`src/core_pkg.sv`:
```
// Purpose: Shared constants of the core interrupt and program-flow block.
// Assumes: Register index times four is the Wishbone byte address.
// Notes: Only the low byte lane of each word carries register data.
package core_pkg;
	localparam int ADR_W = 10;
	localparam int PC_W = 13;
	localparam int JMP_W = 11;
	localparam int PORT_W = 6;
	// Register indices.
	localparam logic [7:0] IDX_IND_PORT = 8'h00;
	localparam logic [7:0] IDX_IND_PORT_B1 = 8'h80;
	localparam logic [7:0] IDX_PC_LOW = 8'h02;
	localparam logic [7:0] IDX_BANK = 8'h03;
	localparam logic [7:0] IDX_IND_PTR = 8'h04;
	localparam logic [7:0] IDX_PORT_A = 8'h05;
	localparam logic [7:0] IDX_PC_LATCH = 8'h0A;
	localparam logic [7:0] IDX_IRQ_CTL = 8'h0B;
	localparam logic [7:0] IDX_PER_FLAG = 8'h0C;
	localparam logic [7:0] IDX_PER_EN = 8'h8C;
	localparam logic [7:0] IDX_RST_CAUSE = 8'h8E;
	localparam logic [7:0] IDX_OSC_TRIM = 8'h90;
	localparam logic [7:0] IDX_PC_MASK = 8'h96;
	// Interrupt control bit positions.
	localparam int B_GLOBAL_EN = 7;
	localparam int B_PER_GATE = 6;
	localparam int B_T0_EN = 5;
	localparam int B_EXT_EN = 4;
	localparam int B_CHG_EN = 3;
	localparam int B_T0_FLAG = 2;
	localparam int B_EXT_FLAG = 1;
	localparam int B_CHG_FLAG = 0;
	// Peripheral flag and enable bit positions.
	localparam int B_MEMW = 7;
	localparam int B_CONV = 6;
	localparam int B_CMP = 3;
	localparam int B_T1 = 0;
	localparam logic [7:0] PER_MASK = 8'hC9;
	// Reset cause bits.
	localparam int B_POWERON = 1;
	localparam int B_BROWNOUT = 0;
	localparam logic [7:0] RST_CAUSE_MASK = 8'h03;
	// Oscillator trim, upper latch and bank bit position.
	localparam logic [7:0] OSC_MASK = 8'hFC;
	localparam logic [7:0] OSC_RST = 8'h80;
	localparam logic [7:0] LATCH_MASK = 8'h1F;
	localparam int B_BANK = 7;
	// Reset values and interrupt vector.
	localparam logic [7:0] IRQ_CTL_RST = 8'h00;
	localparam logic [7:0] PER_FLAG_RST = 8'h00;
	localparam logic [7:0] PER_EN_RST = 8'h00;
	localparam logic [7:0] RST_CAUSE_RST = 8'h00;
	localparam logic [12:0] IRQ_VECTOR = 13'h0004;
endpackage

```
`src/core_irq_flow.sv`:
```
// Purpose: Interrupt gating, reset cause, trim and program-flow control.
// Assumes: One 25 MHz clock, Wishbone classic slave, 8-bit registers.
// Notes: Event inputs come from logic on the same clock.
// Overview of operation
// - Flags set regardless of any enable
// - Control bit 7 gates all interrupts
// - Peripheral sources also need control bit 6
// - Control holds three enables and sticky flags
// - Peripheral enables at bits 7,6,3,0
// - Peripheral flags at bits 7,6,3,0, sticky
// - Power-on bit reads 0 after power-on
// - Brown-out bit cleared by event, software sets
// - Six-bit trim in bits 7 to 2
// - Thirteen-bit counter, low byte register
// - Every reset clears the program counter
// - Low byte write loads latch bits 4:0
// - Call and jump take latch bits 4:3
// - Eight hidden stack entries of 13 bits
// - Push on call or interrupt, pop on returns
// - Stack wraps as circular buffer
// - No overflow or underflow indication
// - Indirect port redirects; self access does nothing
// - Indirect address is bank bit plus pointer
// - Pin change compares against last port read or write
//
// Decided for this implementation: register access over Wishbone.
`timescale 1ns/1ns
`default_nettype none
module core_irq_flow
	import core_pkg::*;
#(
	parameter int STACK_DEPTH = 8
) (
	// Clock and reset.
	input wire logic sys_clk,
	input wire logic rstn,
	// Wishbone register bus.
	input wire logic wb_cyc,
	input wire logic wb_stb,
	input wire logic wb_we,
	input wire logic [ADR_W-1:0] wb_adr,
	input wire logic [3:0] wb_sel,
	input wire logic [31:0] wb_wdat,
	output logic [31:0] wb_rdat,
	output logic wb_ack,
	// Instruction sequencer.
	input wire logic seq_step,
	input wire logic seq_call,
	input wire logic seq_goto,
	input wire logic seq_ret,
	input wire logic seq_return_from_irq,
	input wire logic seq_irq_branch,
	input wire logic [JMP_W-1:0] seq_addr,
	output logic [PC_W-1:0] pc,
	output logic irq_req,
	// Peripheral events.
	input wire logic ev_timer_zero_ovf,
	input wire logic ev_ext_pin,
	input wire logic ev_mem_write_done,
	input wire logic ev_conversion_done,
	input wire logic ev_comparator_change,
	input wire logic ev_timer_one_ovf,
	input wire logic ev_brownout,
	// Pins and oscillator.
	input wire logic [PORT_W-1:0] port_a_pins,
	output logic [5:0] osc_trim_code
);
	localparam int SP_W = $clog2(STACK_DEPTH);

	generate
		if (STACK_DEPTH < 2 || (STACK_DEPTH & (STACK_DEPTH - 1)) != 0) begin : g_chk
			$error("Stack depth must be a power of two.");
		end
	endgenerate

	typedef struct packed {
		logic ack;
		logic [7:0] rdat;
		logic [7:0] irq_ctl;
		logic [7:0] pir;
		logic [7:0] pie;
		logic [7:0] rst_cause;
		logic [7:0] osc;
		logic [7:0] latch;
		logic [7:0] ptr;
		logic bank;
		logic [PORT_W-1:0] chg_mask;
		logic [PORT_W-1:0] last;
		logic [PORT_W-1:0] s1;
		logic [PORT_W-1:0] s2;
		logic [PORT_W-1:0] s3;
		logic [PORT_W-1:0] pins;
		logic [PC_W-1:0] pc;
		logic [STACK_DEPTH-1:0][PC_W-1:0] stk;
		logic [SP_W-1:0] sp;
		logic irq;
	} state_t;

	state_t r;
	state_t n;

	function automatic logic is_self(input logic [7:0] a);
		is_self = (a == IDX_IND_PORT) || (a == IDX_IND_PORT_B1);
	endfunction

	function automatic logic [7:0] rd_reg(input state_t s,
		input logic [7:0] a);
		case (a)
			IDX_PC_LOW: rd_reg = s.pc[7:0];
			IDX_BANK: rd_reg = {s.bank, 7'h00};
			IDX_IND_PTR: rd_reg = s.ptr;
			IDX_PORT_A: rd_reg = {2'h0, s.pins};
			IDX_PC_LATCH: rd_reg = s.latch;
			IDX_IRQ_CTL: rd_reg = s.irq_ctl;
			IDX_PER_FLAG: rd_reg = s.pir;
			IDX_PER_EN: rd_reg = s.pie;
			IDX_RST_CAUSE: rd_reg = s.rst_cause;
			IDX_OSC_TRIM: rd_reg = s.osc;
			IDX_PC_MASK: rd_reg = {2'h0, s.chg_mask};
			default: rd_reg = 8'h00;
		endcase
	endfunction

	logic req;
	logic wr;
	logic ind;
	logic tvalid;
	logic self_acc;
	logic pc_wr;
	logic [7:0] idx;
	logic [7:0] tgt;
	logic [7:0] wd;
	logic [PORT_W-1:0] mismatch;
	logic core_hit;
	logic per_hit;

	always_comb begin
		n = r;
		pc_wr = 1'b0;
		// The first stage feeds only the second; pins count once
		// the second and third stages agree.
		n.s1 = port_a_pins;
		n.s2 = r.s1;
		n.s3 = r.s2;
		n.pins = (r.s2 & r.s3) | (r.pins & (r.s2 ^ r.s3));
		req = wb_cyc & wb_stb;
		n.ack = req & ~r.ack;
		idx = wb_adr[ADR_W-1:2];
		ind = (idx == IDX_IND_PORT);
		// Bank bit high points beyond the implemented map.
		tgt = ind ? r.ptr : idx;
		tvalid = !(ind && r.bank);
		self_acc = ind && is_self(r.ptr);
		wd = wb_wdat[7:0];
		wr = req & r.ack & wb_we & wb_sel[0];
		// Read data and read side effects belong to the first edge.
		if (req && !r.ack) begin
			n.rdat = 8'h00;
			if (!wb_we && tvalid && !self_acc) begin
				n.rdat = rd_reg(r, tgt);
				if (tgt == IDX_PORT_A) begin
					n.last = r.pins;
				end
			end
		end
		// Writes take effect at the edge where ack is sampled.
		if (wr && tvalid && !self_acc) begin
			case (tgt)
				IDX_PC_LOW: begin
					n.pc = {r.latch[4:0], wd};
					pc_wr = 1'b1;
				end
				IDX_BANK: n.bank = wd[B_BANK];
				IDX_IND_PTR: n.ptr = wd;
				IDX_PORT_A: n.last = r.pins;
				IDX_PC_LATCH: n.latch = wd & LATCH_MASK;
				IDX_IRQ_CTL: n.irq_ctl = wd;
				IDX_PER_FLAG: n.pir = wd & PER_MASK;
				IDX_PER_EN: n.pie = wd & PER_MASK;
				IDX_RST_CAUSE: n.rst_cause = wd & RST_CAUSE_MASK;
				IDX_OSC_TRIM: n.osc = wd & OSC_MASK;
				IDX_PC_MASK: n.chg_mask = wd[PORT_W-1:0];
				default: begin
				end
			endcase
		end
		// A software write to the low byte outranks the sequencer.
		// The latch is never touched here; the pointer wraps freely.
		if (!pc_wr) begin
			if (seq_irq_branch) begin
				n.stk[r.sp] = r.pc;
				n.sp = r.sp + 1'b1;
				n.pc = IRQ_VECTOR;
				n.irq_ctl[B_GLOBAL_EN] = 1'b0;
			end else if (seq_call) begin
				n.stk[r.sp] = r.pc;
				n.sp = r.sp + 1'b1;
				n.pc = {r.latch[4:3], seq_addr};
			end else if (seq_goto) begin
				n.pc = {r.latch[4:3], seq_addr};
			end else if (seq_ret || seq_return_from_irq) begin
				n.sp = r.sp - 1'b1;
				n.pc = r.stk[SP_W'(r.sp - 1'b1)];
				if (seq_return_from_irq) begin
					n.irq_ctl[B_GLOBAL_EN] = 1'b1;
				end
			end else if (seq_step) begin
				n.pc = r.pc + 1'b1;
			end
		end
		// Hardware events are applied last, so an event beats a software write to the same bit.
		mismatch = (r.pins ^ r.last) & r.chg_mask;
		if (ev_timer_zero_ovf) begin
			n.irq_ctl[B_T0_FLAG] = 1'b1;
		end
		if (ev_ext_pin) begin
			n.irq_ctl[B_EXT_FLAG] = 1'b1;
		end
		if (|mismatch) begin
			n.irq_ctl[B_CHG_FLAG] = 1'b1;
		end
		if (ev_mem_write_done) begin
			n.pir[B_MEMW] = 1'b1;
		end
		if (ev_conversion_done) begin
			n.pir[B_CONV] = 1'b1;
		end
		if (ev_comparator_change) begin
			n.pir[B_CMP] = 1'b1;
		end
		if (ev_timer_one_ovf) begin
			n.pir[B_T1] = 1'b1;
		end
		if (ev_brownout) begin
			n.rst_cause[B_BROWNOUT] = 1'b0;
		end
		core_hit = |(r.irq_ctl[5:3] & r.irq_ctl[2:0]);
		per_hit = r.irq_ctl[B_PER_GATE] & (|(r.pie & r.pir));
		n.irq = r.irq_ctl[B_GLOBAL_EN] & (core_hit | per_hit);
	end

	// Reset also clears the program counter and stack pointer.
	always_ff @(posedge sys_clk or negedge rstn) begin
		if (!rstn) begin
			r <= '0;
			r.osc <= OSC_RST;
		end else begin
			r <= n;
		end
	end

	assign wb_rdat = {24'h000000, r.rdat};
	assign wb_ack = r.ack;
	assign pc = r.pc;
	assign irq_req = r.irq;
	assign osc_trim_code = r.osc[7:2];

	chk_ack_after_req: assert property (
		@(posedge sys_clk) disable iff (!rstn)
		(wb_cyc && wb_stb && !wb_ack) |=> wb_ack ##1 !wb_ack)
		else $error("Bus answer not a single cycle pulse.");

	chk_flag_no_enable: assert property (
		@(posedge sys_clk) disable iff (!rstn)
		ev_timer_zero_ovf |=> r.irq_ctl[B_T0_FLAG])
		else $error("Timer zero flag did not set.");

	chk_irq_global_gate: assert property (
		@(posedge sys_clk) disable iff (!rstn)
		irq_req |-> $past(r.irq_ctl[B_GLOBAL_EN]))
		else $error("Request raised with global enable clear.");

	chk_periph_gate: assert property (
		@(posedge sys_clk) disable iff (!rstn)
		(!r.irq_ctl[B_PER_GATE] && !core_hit) |=> !irq_req)
		else $error("Peripheral request passed a closed gate.");

	chk_irq_raise: assert property (
		@(posedge sys_clk) disable iff (!rstn)
		(r.irq_ctl[B_GLOBAL_EN] && r.irq_ctl[B_T0_EN] &&
		r.irq_ctl[B_T0_FLAG]) |=> irq_req)
		else $error("Enabled pending flag gave no request.");

	chk_low_byte_load: assert property (
		@(posedge sys_clk) disable iff (!rstn)
		(wr && !ind && idx == IDX_PC_LOW) |=>
		pc == {$past(r.latch[4:0]), $past(wb_wdat[7:0])})
		else $error("Low byte write loaded a wrong counter.");

	chk_call_upper: assert property (
		@(posedge sys_clk) disable iff (!rstn)
		(seq_call && !seq_irq_branch && !wr) |=>
		pc == {$past(r.latch[4:3]), $past(seq_addr)})
		else $error("Call target not formed from latch bits.");

	chk_pop_restores: assert property (
		@(posedge sys_clk) disable iff (!rstn)
		(seq_call && !seq_irq_branch && !wr) ##1
		(seq_ret && !seq_call && !seq_irq_branch && !wr)
		|=> pc == $past(pc, 2))
		else $error("Return did not restore the pushed counter.");

	chk_brownout_clear: assert property (
		@(posedge sys_clk) disable iff (!rstn)
		ev_brownout |=> !r.rst_cause[B_BROWNOUT] &&
		r.rst_cause[7:2] == 6'h00)
		else $error("Brown-out bit not cleared by event.");

	chk_pin_change: assert property (
		@(posedge sys_clk) disable iff (!rstn)
		(|((r.pins ^ r.last) & r.chg_mask)) |=> r.irq_ctl[B_CHG_FLAG])
		else $error("Pin mismatch did not set change flag.");

	chk_self_indirect: assert property (
		@(posedge sys_clk) disable iff (!rstn)
		(req && !r.ack && ind && r.ptr == IDX_IND_PORT)
		|=> wb_rdat == 32'h00000000)
		else $error("Indirect self read returned data.");

	chk_trim_low_zero: assert property (
		@(posedge sys_clk) disable iff (!rstn)
		r.osc[1:0] == 2'h0 ##1 r.osc[1:0] == 2'h0)
		else $error("Trim low bits not zero.");

	chk_t0_flag_sticky: assert property (
		@(posedge sys_clk) disable iff (!rstn)
		(r.irq_ctl[B_T0_FLAG] && !wr) |=> r.irq_ctl[B_T0_FLAG])
		else $error("Timer zero flag cleared without software.");

	chk_per_flag_sticky: assert property (
		@(posedge sys_clk) disable iff (!rstn)
		(r.pir[B_MEMW] && !wr) |=> r.pir[B_MEMW])
		else $error("Write done flag cleared without software.");

	chk_per_enable_mask: assert property (
		@(posedge sys_clk) disable iff (!rstn)
		(wr && !ind && idx == IDX_PER_EN) |=>
		r.pie == ($past(wb_wdat[7:0]) & PER_MASK))
		else $error("Peripheral enable write not masked.");

	// No disable here: the counter must read zero while reset holds.
	chk_reset_clears_pc: assert property (
		@(posedge sys_clk)
		!rstn |-> pc == '0)
		else $error("Program counter not cleared in reset.");

	chk_step_advance: assert property (
		@(posedge sys_clk) disable iff (!rstn)
		(seq_step && !seq_call && !seq_goto && !seq_ret &&
		!seq_return_from_irq && !seq_irq_branch && !wr) |=>
		pc == PC_W'($past(pc) + 1'b1))
		else $error("Step did not advance the counter.");

	chk_goto_upper: assert property (
		@(posedge sys_clk) disable iff (!rstn)
		(seq_goto && !seq_call && !seq_irq_branch && !wr) |=>
		pc == {$past(r.latch[4:3]), $past(seq_addr)})
		else $error("Jump target not formed from latch bits.");

	chk_stack_wraps: assert property (
		@(posedge sys_clk) disable iff (!rstn)
		(seq_call && !seq_irq_branch && !wr) |=>
		r.sp == SP_W'($past(r.sp) + 1'b1))
		else $error("Stack pointer did not advance circularly.");

	chk_pop_silent: assert property (
		@(posedge sys_clk) disable iff (!rstn)
		(seq_ret && !seq_call && !seq_goto && !seq_irq_branch && !wr) |=>
		r.sp == SP_W'($past(r.sp) - 1'b1))
		else $error("Stack pointer did not step back on a pop.");

	chk_latch_untouched: assert property (
		@(posedge sys_clk) disable iff (!rstn)
		((seq_call || seq_ret || seq_irq_branch) && !wr) |=>
		r.latch == $past(r.latch))
		else $error("Upper latch changed by a push or pop.");

	chk_irq_vectors: assert property (
		@(posedge sys_clk) disable iff (!rstn)
		(seq_irq_branch && !wr) |=>
		pc == IRQ_VECTOR && !r.irq_ctl[B_GLOBAL_EN])
		else $error("Interrupt branch did not reach the vector.");

	chk_bank_blocks: assert property (
		@(posedge sys_clk) disable iff (!rstn)
		(req && !r.ack && ind && r.bank) |=> wb_rdat == 32'h00000000)
		else $error("Indirect access above the map returned data.");

	chk_per_irq_raise: assert property (
		@(posedge sys_clk) disable iff (!rstn)
		(r.irq_ctl[B_GLOBAL_EN] && r.irq_ctl[B_PER_GATE] &&
		r.pie[B_T1] && r.pir[B_T1]) |=> irq_req)
		else $error("Enabled peripheral flag gave no request.");

endmodule
`default_nettype wire

```
`config.mk`:
```
export PLATFORM = sky130hd
export DESIGN_NAME = core_irq_flow
export DESIGN_NICKNAME = d
export VERILOG_FILES = /design/src/core_pkg.sv /design/src/core_irq_flow.sv
export SDC_FILE = /design/constraint.sdc
export NUM_CORES = 1
export LEC_CHECK = 0
export BUFFER_PORTS_ARGS = -buffer_cell sky130_fd_sc_hd__buf_2
export CAP_MARGIN = 40
export CORE_MARGIN = 3
export CORE_UTILIZATION = 30
export CTS_BUF_LIST = sky130_fd_sc_hd__clkbuf_8 sky130_fd_sc_hd__clkbuf_16
export DETAILED_ROUTE_END_ITERATION = 10
export GPL_ROUTABILITY_DRIVEN = 1
export HOLD_SLACK_MARGIN = 0.05
export PLACE_DENSITY = 0.58
export SYNTH_ARGS = -nofsm -noshare
export SYNTH_HDL_FRONTEND = slang
export SYNTH_SLANG_ARGS = --single-unit
export TNS_END_PERCENT = 50
```
`constraint.sdc`:
```
create_clock -name sys_clk -period 3 [get_ports sys_clk]
set_clock_uncertainty 0.1 [all_clocks]
set_input_delay 0.45 -clock sys_clk [delete_from_list [all_inputs] [get_ports sys_clk]]
set_output_delay 0.45 -clock sys_clk [all_outputs]
set_load 0.02 [all_outputs]
```
### Word level (Yosys, flattened, before mapping)

Index checks and enable logic that the tools add are counted.
Widths: inputs -> output; s select.

* bits in registers: 204
* bits of input ports: 81

* $add $sub $neg: 3
* magnitude comparators: 3
* equal/unequal tests: 13
* mux-type cells: 50
* bitwise operators: 18
* reduce and logical (&&, ||, !) cells: 55

Operator list (count)
* $mux 120: 2
* $bwmux 104: 1
* $mux 104: 1
* $mux 13: 8
* $pmux 8 s11: 1
* $mux 69: 1
* $mux 8: 7
* $eq 8x8->1 const B: 5
* $bmux 13 s3: 1
* $demux 13 s3: 1
* $reduce_and 2->1: 17
* $reduce_bool 2->1: 17
* $mux 6: 5
* $eq 8x4->1 const B: 3
* $and 6x6->6: 3
* $mux 1: 17
* $eq 8x2->1 const B: 2
* $eq 8x3->1 const B: 2
* $logic_not 8->1: 2
* $add 13x1->13 const B: 1
* $xor 6x6->6: 2
* $mux 3: 3
* $and 8x8->8: 1
* $logic_and 1x1->1: 8
* 19 further kinds: 31

### Depth between registers and ports, before layout

Gate-level depths: netlist of the first run.

* depth in word-level cells: 15
* gate-level depth with buffers: 10

### Least setup slack after synthesis of the first run

No wires, ideal clock.

* kind: input -> register
* start: in wb_adr[9]
* end: reg r[158] (netlist bit)
* library setup time: 125 ps
* arrival: 2880 ps
* required time: 2775 ps
* path slack: -105 ps
* stages: 9
* cells stage by stage: buf_2 > or4_4 > buf_4 > a2111o_1 > a211oi_1 > and2_1 > nor2b_1 > buf_2 > mux2_2

* longest elaborated chain between the ends: 6
* elaborated cells between the ends (all ways): 10
* those cells by class: eq/ne (1); mux (1); reduce/logical (8)

RTL lines
* start, declared: line core_irq_flow.sv:41 `input wire logic [ADR_W-1:0] wb_adr,`
* parallel branches: the longest is 5 deep, another holds $logic_not 8->1
* $reduce_and 2->1 (no source line) *
* end signal, assigned: line core_irq_flow.sv:248 `r <= n;`
* end, declared: line core_irq_flow.sv:99 `state_t r;`

Mark *: on every way between the ends.
A chain may end at the register's enable or synchronous reset.

==> flow_metrics.tcl, run 1 <==
set metrics [dict create \
    io_buffers 80 \
    syn2layout_area_growth_pct 21.57 \
    routed_wl_microns 28840 \
    start_util 0.3074 \
    ys_seq_elements 204 \
    ir_drop_mv 0.3863 \
    slowest_stage "or4_1" \
    diodes 0 \
    timing.fmax_mhz 343.9 \
    gr-total-overflow 0 \
    die_y_microns 192.3 \
    fp-row-count 67 \
    avgSynthCellArea_sq_um 12.52 \
    grt_pass1_wl_microns 44690 \
    io_pins 134 \
    slew_viol_final 0 \
    dieArea_sq_mm 0.03698 \
    fp.dieW_microns 192.3 \
    max_stage_delay_ns 0.50 \
    synth_area_sq_mm 0.01041 \
    antenna_left 0 \
    startpoint_type "flip-flop" \
    cp_top_family "simple AND/OR/NAND/NOR gates" \
    synthArstFlopShare 1.000 \
    place_inst 1365 \
    status "finished, final reports clean" \
    grt_max_degree 73 \
    final-hold-violation-count 0 \
    clock_sink_count 204 \
    drtIter0Drc 525 \
    ff2ff_setup_slack_ns 0.09 \
    globalplace.congestion 0.8899 \
    p_leak_uw 0.005755 \
    cts_tree "built" \
    synth_edf_count 0 \
    rsz0062_at_grt "no" \
    maxCapViolations 0 \
    syn_inst 832 \
    cts.path.max_buffers 3 \
    grt_use_total 0.1562 \
    htree_num_levels 1 \
    cts.clk_slew.worst_paths_ns 0.06 \
    nFillCells 3269 \
    path_cells "nor4_2, a21oi_1, o31ai_4, o31ai_4, buf_4, or4_1, buf_4, mux2_1" \
    path_buf_inv 2 \
    viasPerCell 5.104 \
    critPathCaptureType "flip-flop" \
    cp_data_required_time_ns 3.29 \
    power_density_mw_per_mm2 769.8 \
    clkLatencyLatePin_ns 0.51 \
    hpwl_microns 20970 \
    yosysSeqAreaShare 0.4904 \
    core-area_sq_mm 0.03387 \
    period_share 0.9692 \
    first_pass_iters 5 \
    relSlewSlack 0.3934 \
    tns_ns 0 \
    clock-root-buffer "clkbuf_16" \
    layout-drive-gt1-share 0.3453 \
    yosysWarnings 0 \
    critPathMaxFanout 5 \
    min_path_type "primary input to flip-flop" \
    critPathArrivalTime_ns 3.20 \
    worst_pin_slew_ns 0.9029 \
    setup_viol 0 \
    grt_pass1_vias 7470 \
    critical_path_class "flip-flop to flip-flop" \
    drc 0 \
    period_minus_slack_ns 2.908 \
    num_vias 7253 \
    numCtsBuffers 23 \
    synthDistinctLibCells 71 \
    fin_nets 1047 \
    grt_antenna_before_repair 0 \
    final_cells 1421 \
    wl_per_cell_microns 20.29 \
    ys.flop_type "dfrtp_1" \
]
## synth_stat cells (3+ instances only)
cell type	number	area [sq um]
buf_1	9	33.78
xor2_1	11	96.34
dfrtp_1	203	5080
or3_1	4	25.02
nor3_1	14	70.07
clkbuf_1	29	108.9
buf_2	13	65.06
or2_2	8	50.05
o21ai_0	20	100.1
a211oi_1	6	45.04
mux2_2	71	799.5
nand3_1	9	45.04
nand2_1	36	135.1
nand2b_1	4	25.02
ha_1	9	112.6
a31oi_1	7	43.79
a221oi_1	10	87.58
nor4_1	3	18.77
xnor2_1	9	78.83
or4_1	8	60.06
o31ai_1	10	75.07
inv_1	7	26.28
a32o_1	4	40.04
nand4_1	7	43.79
a222oi_1	3	30.03
mux2_1	77	867.1
a21o_1	9	67.56
nor2_1	28	105.1
a22o_1	4	35.03
nor3b_1	5	37.54
a211o_1	7	61.31
mux2i_1	17	170.2
a22oi_1	10	75.07
and2_1	4	25.02
a21oi_1	23	115.1
nor2b_1	8	50.05
mux4_2	26	585.6
buf_4	56	420.4
## final cells by class
type                       instances  area [sq um]  share of cell area
sequential                       204          5107              0.4035
inverter                           7         26.28            0.002076
timing repair buffer             184          1345              0.1063
multi-input combinational        537          4803              0.3795
tap                              448         560.5             0.04428
clock inverter                    15         198.9             0.01572
clock buffer                      26         616.8             0.04873
## stage by stage
stage / utilization / power (uW) / setup slack, ns / hold slack, ns / area (sq um)
6_report: 0.3738 / 9745 / 0.09234 / 0.1677 / 12660
2_1_floorplan: - / 5703 / 0.02058 / 0.05441 / 10530
3_3_place_gp: 0.3445 / 6697 / -0.3870 / 0.2353 / 11670
5_1_grt: 0.3738 / 10250 / 0.01886 / 0.1657 / 12660
3_5_place_dp: 0.3451 / 6790 / -0.3178 / 0.2347 / 11690
4_1_cts: 0.3735 / 9858 / 0.04716 / 0.1527 / 12650
## layout by cell type, fill, tap and decap left out, types with 8 or more instances in the layout
cell type / count
nand3_1: 9
nor3_1: 12
xor2_1: 10
mux2_2: 71
a21o_1: 9
dfrtp_1: 202
conb_1: 24
a221oi_1: 10
or2_2: 8
nor2_1: 28
xnor2_1: 9
dlygate4sd3_1: 14
a21oi_1: 23
nor2b_1: 8
nand2_1: 36
o21ai_0: 20
mux4_2: 26
buf_4: 79
inv_1: 11
a22oi_1: 10
mux2i_1: 17
mux2_1: 77
ha_1: 9
buf_12: 9
o31ai_1: 10
clkbuf_16: 23
buf_2: 79
## what timing repair did
action	in CTS	in global routing
pin swaps	0	1
endpoints found under the setup margin	21	27
resized for setup	1	0
endpoints found under the hold margin	64	0
setup buffers	0	1
hold buffers	14	0
## metal layers
| metal | part of all wire | vias up | global-route usage | routed length, microns |
|---|---|---|---|---|
| li1 | - | 3278 | - | - |
| met3 | 0.044 | 50 | 0.01817 | 1274 |
| met4 | 0.031 | 0 | 0.05324 | 898 |
| met1 | 0.46 | 3721 | 0.2202 | 13260 |
| met5 | 0 | - | 0 | 0 |
| met2 | 0.46 | 204 | 0.2501 | 13410 |
## worst min-delay path, stage by stage
cell and delay, ns:
buf_2 0.15, nand2_1 0.07, o31ai_1 0.06
## worst paths after layout
check                            from         to  cells after the start
setup / recovery               r[161]  flip-flop                      8
hold / removal             wb_wdat[4]      pc[4]                      3
setup reg to reg               r[161]  flip-flop                      8
hold reg to reg                n[133]     n[127]                      0
max in group asynchronous        rstn  async pin                      3
min in group asynchronous        rstn     r[123]                      2
## power breakdown
group          internal, uW  switching, uW
Sequential             3350            344
Combinational          1560           1480
Clock                  1900           1120
## kinds of logic (layout without fill, tap and decap cells)
kind of cell	Yosys count	in the layout	synth area share
compound gates	140	140	0.1045
xor+xnor	20	20	0.01682
fa+ha+maj	9	9	0.01081
buf+inv	114	232	0.06284
flops	204	204	0.4904
mux	191	191	0.2326
other cells	1	24	0.0003601
simple gates	153	153	0.08159
No activity file was read; power rests on OpenSTA's default activity.
==> run 2, diff against run 1 <==
Settings changed: CORE_ASPECT_RATIO set to 0.9.
==> flow_metrics.tcl, run 2 (same netlist as run 1, synthesis figures left out) <==
set metrics [dict create \
    min_path_type "primary input to flip-flop" \
    grt_pass1_wl_microns 45140 \
    critical_path_class "flip-flop to flip-flop" \
    layout_common_cells "dfrtp_1, buf_4, buf_2" \
    maxCapViolations 0 \
    globalplace.congestion 0.9132 \
    die_y_microns 182.7 \
    dieArea_sq_mm 0.03698 \
    period_share 0.9641 \
    slew_viol_final 0 \
    layout-drive-gt1-share 0.3480 \
    grt_max_degree 73 \
    tns_ns 0 \
    antenna_left 0 \
    grt_use_total 0.1563 \
    critPathArrivalTime_ns 3.19 \
    io_buffers 80 \
    final-hold-violation-count 0 \
    clock_sink_count 204 \
    io_pins 134 \
    ir_drop_mv 0.3558 \
    cp_data_required_time_ns 3.30 \
    clkLatencyLatePin_ns 0.52 \
    period_minus_slack_ns 2.892 \
    relSlewSlack 0.5117 \
    clock-root-buffer "clkbuf_16" \
    final_common_cell "dfrtp_1" \
    diodes 0 \
    grt_antenna_before_repair 0 \
    power_density_mw_per_mm2 769.3 \
    core-area_sq_mm 0.03411 \
    post_cts_buffers 0 \
    startpoint_type "flip-flop" \
    viasPerCell 5.034 \
    first_pass_iters 5 \
    nFillCells 3328 \
    wl_per_cell_microns 20.28 \
    fin_nets 1049 \
    hpwl_microns 21220 \
    routed_wl_microns 29120 \
    fp-row-count 64 \
    cts.path.max_buffers 3 \
    worst_pin_slew_ns 0.7269 \
    syn2layout_area_growth_pct 22.21 \
    critPathMaxFanout 6 \
    cts_tree "built" \
    timing.fmax_mhz 345.8 \
    rsz0062_at_grt "no" \
    p_leak_uw 0.005779 \
    htree_num_levels 1 \
    drtIter0Drc 539 \
    grt_pass1_vias 7421 \
    num_vias 7229 \
    cts.clk_slew.worst_paths_ns 0.05 \
    p_total_uw 9789 \
    fp.dieW_microns 202.4 \
    hold_slack_ns 0.08611 \
    critPathCaptureType "flip-flop" \
    gr-total-overflow 0 \
    setup_viol 0 \
    status "finished, final reports clean" \
    start_util 0.3052 \
    numCtsBuffers 24 \
    drc 0 \
]
[run 2: final timing paths]
kind                                         from                to  slack, ns  depth (start not counted)
max in group asynchronous                    rstn  osc_trim_code[5]       1.62                          3
worst min register to register             n[138]            n[132]       0.24                          0
worst max register to register             r[160]            r[166]       0.11                          8
min in group asynchronous                    rstn            n[132]       0.41                          2
worst min-delay path            ev_timer_zero_ovf            r[208]       0.09                          2
worst max-delay path                       r[160]            r[166]       0.11                          8
[run 2: routing by layer]
layer / GRT usage / wire [microns] / vias up
met4: 0.04988 / 874 / 0
met2: 0.2497 / 13420 / 202
met3: 0.02059 / 1432 / 57
met5: 0 / 0 / -
li1: - / - / 3284
met1: 0.2224 / 13380 / 3686
[run 2: layout make-up]
cell class / count / area [sq um] / area share
clock buffer: 32 / 721.9 / 0.05674
clock inverter: 9 / 116.4 / 0.009145
inverter: 7 / 26.28 / 0.002065
multi-input combinational: 537 / 4803 / 0.3775
sequential: 204 / 5107 / 0.4014
tap: 462 / 578.1 / 0.04543
timing repair buffer: 185 / 1371 / 0.1078
[run 2: timing repair]
action,4_1_cts,5_1_grt
endpoints found under the setup margin,0,62
gates resized for setup,0,1
hold buffers,13,0
endpoints found under the hold margin,80,0
[run 2: metrics by stage]
step	std cells	cell area, sq um	setup WS, ns	util
floorplan	855	10530	0.02058	-
global placement	1381	11740	-0.3060	0.3441
detailed placement	1382	11750	-0.2427	0.3444
CTS	1436	12720	0.04776	0.3728
global route	1436	12720	0.003176	0.3730
finish	1436	12720	0.1078	0.3730
[run 2: critical path: stages (launching register included)]
cell and delay [ns]:
dfrtp_1 0.39, buf_4 0.17, or4b_2 0.66, a211oi_1 0.41
o21ai_1 0.19, buf_4 0.20, nor3_1 0.14, buf_4 0.17
mux2_2 0.33
[run 2: power by group]
part | total (uW) | switching, uW | internal [uW]
clock | 3050 | 1130 | 1920
sequential | 3710 | 357 | 3350
combinational | 3030 | 1440 | 1580
total | 9790 | 2930 | 6860
